File: config.mk
export PLATFORM = sky130hd
export DESIGN_NAME = dct_ctrl
export DESIGN_NICKNAME = d
export VERILOG_FILES = /design/src/inc/dct_pkg.sv /design/src/design/dct_sync.sv /design/src/design/dct_ctrl.sv
export SDC_FILE = /design/constraint.sdc
export NUM_CORES = 1
export LEC_CHECK = 0
export ABC_CLOCK_PERIOD_IN_PS = 2400
export BUFFER_PORTS_ARGS = -buffer_cell sky130_fd_sc_hd__buf_2
export CAP_MARGIN = 20
export CORE_ASPECT_RATIO = 1.2
export CORE_MARGIN = 1.5
export CORE_UTILIZATION = 53
export DETAILED_ROUTE_END_ITERATION = 16
export MAX_ROUTING_LAYER = met4
export PLACE_DENSITY = 0.83
export REMOVE_ABC_BUFFERS = 1
export SLEW_MARGIN = 20
export SYNTH_ARGS = -nofsm -noshare
export SYNTH_HDL_FRONTEND = slang
export SYNTH_SLANG_ARGS = --single-unit
File: constraint.sdc
create_clock -name clock -period 2.4 [get_ports clock]
set_input_delay 0.48 -clock clock [delete_from_list [all_inputs] [get_ports clock]]
set_output_delay 0.48 -clock clock [all_outputs]
set_load 0.005 [all_outputs]
File: src/inc/dct_pkg.sv
// Package for the data port clock timing control block.
// Holds the register address, field positions, reset value and the
// delay figures that the analog delay cells are built around.
package dct_pkg;

   // Control port addressing and register reset value.
   localparam logic [7:0]  ADDR_DATA_PORT_CLOCK_TIMING = 8'h02;
   localparam logic [15:0] RESET_DATA_PORT_CLOCK_TIMING = 16'h0004;

   // Field positions inside data_port_clock_timing.
   localparam int DLY_MSB     = 15;
   localparam int DLY_LSB     = 11;
   localparam int MARGIN_MSB  = 10;
   localparam int MARGIN_LSB  = 7;
   localparam int LVDS_SEL    = 6;
   localparam int INVERT      = 5;
   localparam int DLY_EN      = 4;
   localparam int AUTO_MODE   = 3;
   localparam int SET_HIGH    = 2;
   localparam int POLARITY    = 1;
   localparam int RESERVED    = 0;

   // Interpolation codes that allow slave mode.
   localparam logic [1:0] INTERP_4X = 2'h2;
   localparam logic [1:0] INTERP_8X = 2'h3;

   // Delay cell figures, in picoseconds, for the analog side.
   localparam int DLY_MIN_PS    = 700;
   localparam int DLY_MAX_PS    = 6500;
   localparam int DLY_STEP_PS   = 190;
   localparam int MARGIN_STEP_PS = 190;

   // Clock rate and the width of a sampled data word.
   localparam int CLK_PERIOD_PS = 4000;
   localparam int DATA_W        = 16;

   // Stored register contents.
   typedef struct packed {
      logic [4:0] dly_code;
      logic [3:0] margin_code;
      logic       lvds_sel;
      logic       invert;
      logic       dly_en;
      logic       auto_mode;
      logic       set_high;
      logic       polarity;
   } dct_cfg_t;

   // Control port request.
   typedef struct packed {
      logic        wr_en;
      logic        rd_en;
      logic [7:0]  addr;
      logic [15:0] wdata;
   } dct_req_t;

endpackage : dct_pkg

File: src/design/dct_sync.sv
// Two-stage synchroniser with a third stage for edge finding.
// Assumes the inputs are asynchronous to clock; only the second
// stage and later are read by logic.
`timescale 1ns/1ps
module dct_sync #(
   parameter int WIDTH = 1
) (
   // Clock and reset.
   input  wire logic             clock,
   input  wire logic             rst_b,
   // Asynchronous input and synchronised views.
   input  wire logic [WIDTH-1:0] async_in,
   output logic      [WIDTH-1:0] sync_q,
   output logic      [WIDTH-1:0] prev_q
);

   logic [WIDTH-1:0] meta_q;

   always_ff @(posedge clock or negedge rst_b) begin
      if (!rst_b) begin
         meta_q <= '0;
         sync_q <= '0;
         prev_q <= '0;
      end else begin
         meta_q <= async_in;
         sync_q <= meta_q;
         prev_q <= sync_q;
      end
   end

endmodule : dct_sync

File: src/design/dct_ctrl.sv
// Data port clock timing control: the register at control address
// 0x02, the output data clock path, sync pad selection and slave mode
// sampling on the external data clock input.
// Assumes the serial control core presents requests on clock, and the
// adjacent registers supply slave mode, pin enable and interpolation.
//
// Notes on behaviour
// - Five-bit output clock delay code, upper bits.
// - Four-bit timing margin delay code.
// - Margin delay grows with code value.
// - Select zero: sync pads carry multichip sync.
// - Select one: sync pads carry data clock.
// - Invert bit flips output data clock phase.
// - Delay enable zero: bypass, input sync off.
// - Delay enable one: delay cell, sync on.
// - Mode bit: manual or automatic optimization.
// - Polarity picks falling or rising sample edge.
// - Polarity matters only in slave mode.
// - Bit zero reserved, no function.
// - Two-byte register at address 0x02.
// - Slave mode at 4x or 8x interpolation turns pin into clock input.
// - Pin enable bit gates the output driver.
`timescale 1ns/1ps
module dct_ctrl (
   // Clock and reset.
   input  wire logic                      clock,
   input  wire logic                      rst_b,
   // Serial control port request and read data.
   input  wire dct_pkg::dct_req_t         req,
   output logic [15:0]                    rdata_q,
   output logic                           rvalid_q,
   // Neighbouring register fields.
   input  wire logic                      slave_mode_en,
   input  wire logic                      dclk_pin_en,
   input  wire logic [1:0]                interp_factor,
   // Internal clocks and multichip sync signal.
   input  wire logic                      smp_clk_lvl,
   input  wire logic                      mcs_sync,
   // Data clock pin, two-way.
   input  wire logic                      dclk_pin_in,
   output logic                           dclk_pin_out_q,
   output logic                           dclk_pin_oe_q,
   // Sync output pads.
   output logic                           sync_pad_p_q,
   output logic                           sync_pad_n_q,
   // Input data port.
   input  wire logic [dct_pkg::DATA_W-1:0] data_pins,
   output logic [dct_pkg::DATA_W-1:0]     data_word_q,
   output logic                           data_valid_q,
   // Analog delay cell controls.
   output logic [4:0]                     dly_code_q,
   output logic                           dly_path_q,
   output logic [3:0]                     margin_code_q,
   output logic                           in_sync_active_q,
   output logic                           auto_mode_q
);

   function automatic logic hit(input logic [7:0] addr);
      hit = (addr == dct_pkg::ADDR_DATA_PORT_CLOCK_TIMING);
   endfunction : hit

   dct_pkg::dct_cfg_t cfg_q;
   dct_pkg::dct_cfg_t cfg_d;
   logic              smp_prev_q;

   wire logic [15:0] wd = req.wdata;
   wire logic        wr_hit = req.wr_en && hit(req.addr);
   wire logic        rd_hit = req.rd_en && hit(req.addr);

   // bit zero is dropped, so it has no function.
   always_comb begin
      cfg_d = cfg_q;
      if (wr_hit) begin
         cfg_d.dly_code    = wd[dct_pkg::DLY_MSB:dct_pkg::DLY_LSB];
         cfg_d.margin_code = wd[dct_pkg::MARGIN_MSB:dct_pkg::MARGIN_LSB];
         cfg_d.lvds_sel    = wd[dct_pkg::LVDS_SEL];
         cfg_d.invert      = wd[dct_pkg::INVERT];
         cfg_d.dly_en      = wd[dct_pkg::DLY_EN];
         cfg_d.auto_mode   = wd[dct_pkg::AUTO_MODE];
         // stored as written; software keeps it high.
         cfg_d.set_high    = wd[dct_pkg::SET_HIGH];
         cfg_d.polarity    = wd[dct_pkg::POLARITY];
      end
   end

   wire logic [15:0] rd_word = {cfg_q.dly_code, cfg_q.margin_code,
                                cfg_q.lvds_sel, cfg_q.invert,
                                cfg_q.dly_en, cfg_q.auto_mode,
                                cfg_q.set_high, cfg_q.polarity, 1'b0};

   // Slave mode is honoured only at 4x or 8x interpolation, because
   // slower rates leave too little margin on the external clock.
   // slave mode qualification.
   wire logic slave_eff = slave_mode_en &&
                          (interp_factor == dct_pkg::INTERP_4X ||
                           interp_factor == dct_pkg::INTERP_8X);

   wire logic dclk_lvl = cfg_q.invert ? ~smp_clk_lvl : smp_clk_lvl;

   // driver enable; released in slave mode.
   wire logic pin_oe = dclk_pin_en && !slave_eff;

   // multichip sync by default; data clock when selected.
   wire logic pad_src = cfg_q.lvds_sel ? dclk_lvl : mcs_sync;

   // External clock and data pass two stages before use.
   logic                        ext_clk_s;
   logic                        ext_clk_p;
   logic [dct_pkg::DATA_W-1:0]  data_s;

   dct_sync #(.WIDTH(1)) u_clk_sync (
      .clock    (clock),
      .rst_b    (rst_b),
      .async_in (dclk_pin_in),
      .sync_q   (ext_clk_s),
      .prev_q   (ext_clk_p)
   );

   dct_sync #(.WIDTH(dct_pkg::DATA_W)) u_data_sync (
      .clock    (clock),
      .rst_b    (rst_b),
      .async_in (data_pins),
      .sync_q   (data_s),
      .prev_q   ()
   );

   wire logic ext_rise = ext_clk_s && !ext_clk_p;
   wire logic ext_fall = !ext_clk_s && ext_clk_p;
   wire logic int_rise = smp_clk_lvl && !smp_prev_q;

   // edge choice; used only in slave mode.
   wire logic ext_edge = cfg_q.polarity ? ext_rise : ext_fall;
   wire logic take     = slave_eff ? ext_edge : int_rise;

   // bypass forces zero delay; routes through cell.
   wire logic [4:0] dly_code_d = cfg_q.dly_en ? cfg_q.dly_code : 5'h00;

   // Register storage.
   always_ff @(posedge clock or negedge rst_b) begin
      if (!rst_b) begin
         cfg_q <= dct_pkg::dct_cfg_t'(dct_pkg::RESET_DATA_PORT_CLOCK_TIMING
                                      [15:1]);
      end else begin
         cfg_q <= cfg_d;
      end
   end

   // Read answer, one cycle after the request.
   always_ff @(posedge clock or negedge rst_b) begin
      if (!rst_b) begin
         rdata_q  <= 16'h0000;
         rvalid_q <= 1'b0;
      end else begin
         rdata_q  <= rd_hit ? rd_word : 16'h0000;
         rvalid_q <= req.rd_en;
      end
   end

   // Clock pin and sync pads.
   always_ff @(posedge clock or negedge rst_b) begin
      if (!rst_b) begin
         dclk_pin_out_q <= 1'b0;
         dclk_pin_oe_q  <= 1'b0;
         sync_pad_p_q   <= 1'b0;
         sync_pad_n_q   <= 1'b1;
      end else begin
         dclk_pin_out_q <= dclk_lvl;
         dclk_pin_oe_q  <= pin_oe;
         sync_pad_p_q   <= pad_src;
         sync_pad_n_q   <= ~pad_src;
      end
   end

   // Data capture on the selected edge.
   always_ff @(posedge clock or negedge rst_b) begin
      if (!rst_b) begin
         smp_prev_q   <= 1'b0;
         data_word_q  <= '0;
         data_valid_q <= 1'b0;
      end else begin
         smp_prev_q   <= smp_clk_lvl;
         data_valid_q <= take;
         if (take) begin
            data_word_q <= data_s;
         end
      end
   end

   // Delay cell controls.
   always_ff @(posedge clock or negedge rst_b) begin
      if (!rst_b) begin
         dly_code_q       <= 5'h00;
         dly_path_q       <= 1'b0;
         margin_code_q    <= 4'h0;
         in_sync_active_q <= 1'b0;
         auto_mode_q      <= 1'b0;
      end else begin
         dly_code_q       <= dly_code_d;
         dly_path_q       <= cfg_q.dly_en;
         margin_code_q    <= cfg_q.margin_code;
         in_sync_active_q <= cfg_q.dly_en;
         auto_mode_q      <= cfg_q.auto_mode;
      end
   end

endmodule : dct_ctrl

==> results <==
- After layout, the minimum clock period comes to 1710 ps.
- In this run the critical register-to-register path is captured at data_word_q[12].
- The count of cells in the finished layout, fillers not included, comes to around 360.
- Setup repair after global routing left no endpoint under its margin.
- The analysis attributes to cell leakage a power of roughly 0.0022 uW.
- Summing over every cut layer, the via total after detailed routing is ~1.7k.
- The horizontal extent of the die is about 74 microns.
- TritonCTS built the clock tree.
- For this design the top-level I/O count stands at around 100.
- The residual DRC count is 0.
- The start-to-end type of the worst setup path is flop to flop.
- The H-tree was split into 3 levels.
- Buffers inserted to repair hold after CTS numbered 0.
- Of the cells placed in the final design, the portion with a size suffix greater than 1 is 0.532.
- VDD sags by at most 425 uV.
- The final net count is 330.
- The repair_antennas step left the layout with diodes totalling 0.
- The unique cell type count in the Yosys netlist is 22.
- The global-route total usage across every layer is 0.175.
- Routability-driven placement finished with a final weighted congestion of approximately 0.73.
- Setup violations remaining at the end of the flow were counted as 0.
- In this run, post-CTS repair resized a total of 0 instances.
- In this run, CTS created clock tree buffers numbering 9.
- The final routed wirelength across all metal layers is approximately 5200 microns.
- The area growth from synthesis to final layout is 24.8%.
- The die is between 80 and 90 microns tall.
- The global-route wire length before repair is ~8100 microns.
- The initial utilization of the core area, before any placement, comes to 0.555.
- The routed length per instance is 14.3 microns.
- A synthesized cell averages around 18 sq um.
- The clock arrives with approximately 8.4 ps of skew.
- The pin count of the biggest net entering global routing is 62.
- The buffer count from post-CTS setup fixing is 0.
- The mapped cell area is ~3200 sq um.
- No sink is reached through more buffers than the 2 on the longest clock path.
- The worst hold path class is primary input to asynchronous set/reset pin.
- The run finished with clean final reports.
- In this run the worst path has a maximum fanout of 17.
- The startpoint type of the worst setup path is a flop.
- Clock-pin slew was measured on the worst setup and hold paths at about 90 ps.
- The area of all placed cells without fillers is a little under 4000 sq um.
- After detailed routing, the number of vias per cell comes to 4.75.
- In this run the critical register-to-register path is launched from cfg_q[0].
- OpenSTA, run right after detailed placement, puts the worst setup slack at between 600 and 700 ps.
- The floorplan die area is 6450 sq um.
- The HPWL after detailed placement is between 3000 and 4000 microns.
- Setup slack closes at around 690 ps.
- The number of placed instances, taps included, is ~350.
- The final design utilization is 0.693.
- The remaining global-route overflow is 0.
- The number of synthesized register bits is 99.
- The count of standard-cell rows is 30.
- The clock reaches the later pin of the worst-skew pair after approximately 340 ps.
- The initial antenna violation count is 0.
- Data on the critical path is required at its endpoint by about 2600 ps.
- In the final timing run, aggregate negative setup slack is 0 ps.
- The type of element capturing the critical path is a flop.
- The total area inside the core boundary comes to around 5700 sq um.
- The number of cell instances on the worst register-to-register path is 5.
- The number of global-route vias before repair is ~1.8k.
- The number of search-and-repair iterations in the first detailed-routing pass is 4.
- The number of warning messages in the yosys log is 0.
- The final max-slew violation count is 0.
- In this run the power density over the cells is ~810 nW/um^2.
- The number of sinks handled by clock tree synthesis is 99.
- After detailed placement, the total cell area comes to 3740 sq um.
- Buffers placed on the I/O ports in this run total 97.
- Of the available clock period, the critical path in the final layout requires 0.714.
- Once detail routing completed, the nets flagged for antenna violations numbered 0.
- The number of DRC violations after detailed-routing iteration 0 is between 100 and 150.
- Data arrives at the worst endpoint at around 1900 ps.
- The worst register-to-register path has a setup slack of between 600 and 700 ps.
- The number of instances in the synthesized netlist is between 150 and 200.
- The final number of hold-violating endpoints was 0.
- Derived from the worst setup path, the maximum achievable clock frequency is between 500 and 600 MHz.
- The root buffer cell chosen for the clock tree is clkbuf_8.
- The total of max-cap violations is 0.
- For this run, the register share of the synthesized area comes to 0.783.
-- kinds of logic after synthesis --
group / synth area share
buf+inv: 0.0213
mux: 0.121
other cells: 0.00118
compound gates: 0.0119
simple gates: 0.0589
xor+xnor: 0.00277
flops: 0.783
-- how the worst max path moves through the flow --
stage / slack [ps] / start / endpoint
final: 690 / cfg_q[0] / data_word_q[12]
after global placement: 700 / slave_mode_en / data_word_q[4]
after detailed placement: 650 / slave_mode_en / data_word_q[0]
after global routing: 630 / cfg_q[0] / data_word_q[12]
after CTS: 680 / cfg_q[0] / data_word_q[12]
after floorplan: 690 / req[19] / cfg_q[0]
-- cell usage in the layout (no fill, tap or decap) --
cell type / count
clkbuf_1: 1
or3b_1: 1
a21o_1: 1
inv_6: 1
clkinv_2: 2
nand3b_1: 1
bufinv_16: 2
nor4_1: 1
mux2_4: 9
conb_1: 1
buf_4: 3
nor2_1: 2
and3_1: 15
buf_2: 96
and2_1: 6
nand2_4: 1
a21oi_2: 1
xnor2_1: 1
inv_1: 4
dfstp_2: 2
mux2_2: 22
a31oi_4: 1
clkinv_4: 1
nand2_1: 1
clkbuf_8: 9
dfrtp_1: 97
and4b_1: 1
buf_12: 1
-- per-layer routing --
metal,routed length [microns],vias to the layer above,GRT usage
li1,-,782,-
met4,36,0,0.0657
met2,2540,74,0.260
met1,2210,870,0.221
met3,414,4,0.0633
met5,0,-,-
-- where the power goes --
| group | switching (uW) | leakage [uW] | internal, uW |
|---|---|---|---|
| Combinational | 108 | 0.000821 | 147 |
| Sequential | 45.3 | 0.00124 | 1770 |
| Clock | 529 | 0.000111 | 590 |
| Total | 683 | 0.00217 | 2510 |
-- registers in the layout, indices dropped and copies added (netlist names), 4 cells and up --
register	cells
cfg_q	15
data_word_q	16
dly_code_q	5
margin_code_q	4
rdata_q	15
u_data_sync.meta_q	16
u_data_sync.sync_q	16
-- metrics by stage --
step,hold slack (ps),total power [uW]
final,92.3,3190
after global routing,108,3340
after CTS,90.8,3230
after detailed placement,335,2110
after global placement,332,2100
after floorplan,184,1950
-- worst max-delay path: stages (launching register included) --
cell     delay, ps
dfrtp_1        410
or3b_1         390
a21oi_2        190
a31oi_4         40
buf_4          230
mux2_4         330
-- Yosys cell counts, drive strengths merged --
library cell	instances	area share
clkbuf	2	0.0024
dfstp	2	0.017
a21o	1	0.0024
nor2	2	0.0024
conb	1	0.0012
mux2	31	0.12
nand3b	1	0.0024
nor4	1	0.0020
dfrtp	97	0.77
xnor2	1	0.0028
nand2	2	0.0047
inv	4	0.0047
and3	15	0.030
and4b	1	0.0032
a21oi	1	0.0028
or3b	1	0.0028
buf	5	0.014
and2	6	0.012
a31oi	1	0.0067
-- layout make-up --
cell class	instances	area (sq um)
clock buffers	10	128
clock inverters	6	87.6
fillers	401	1750
inverters	4	15.0
multi-input cells	65	619
flip-flops and latches	99	2480
well taps	80	100
repair buffers	100	523
(Power assumes the default switching activity.)
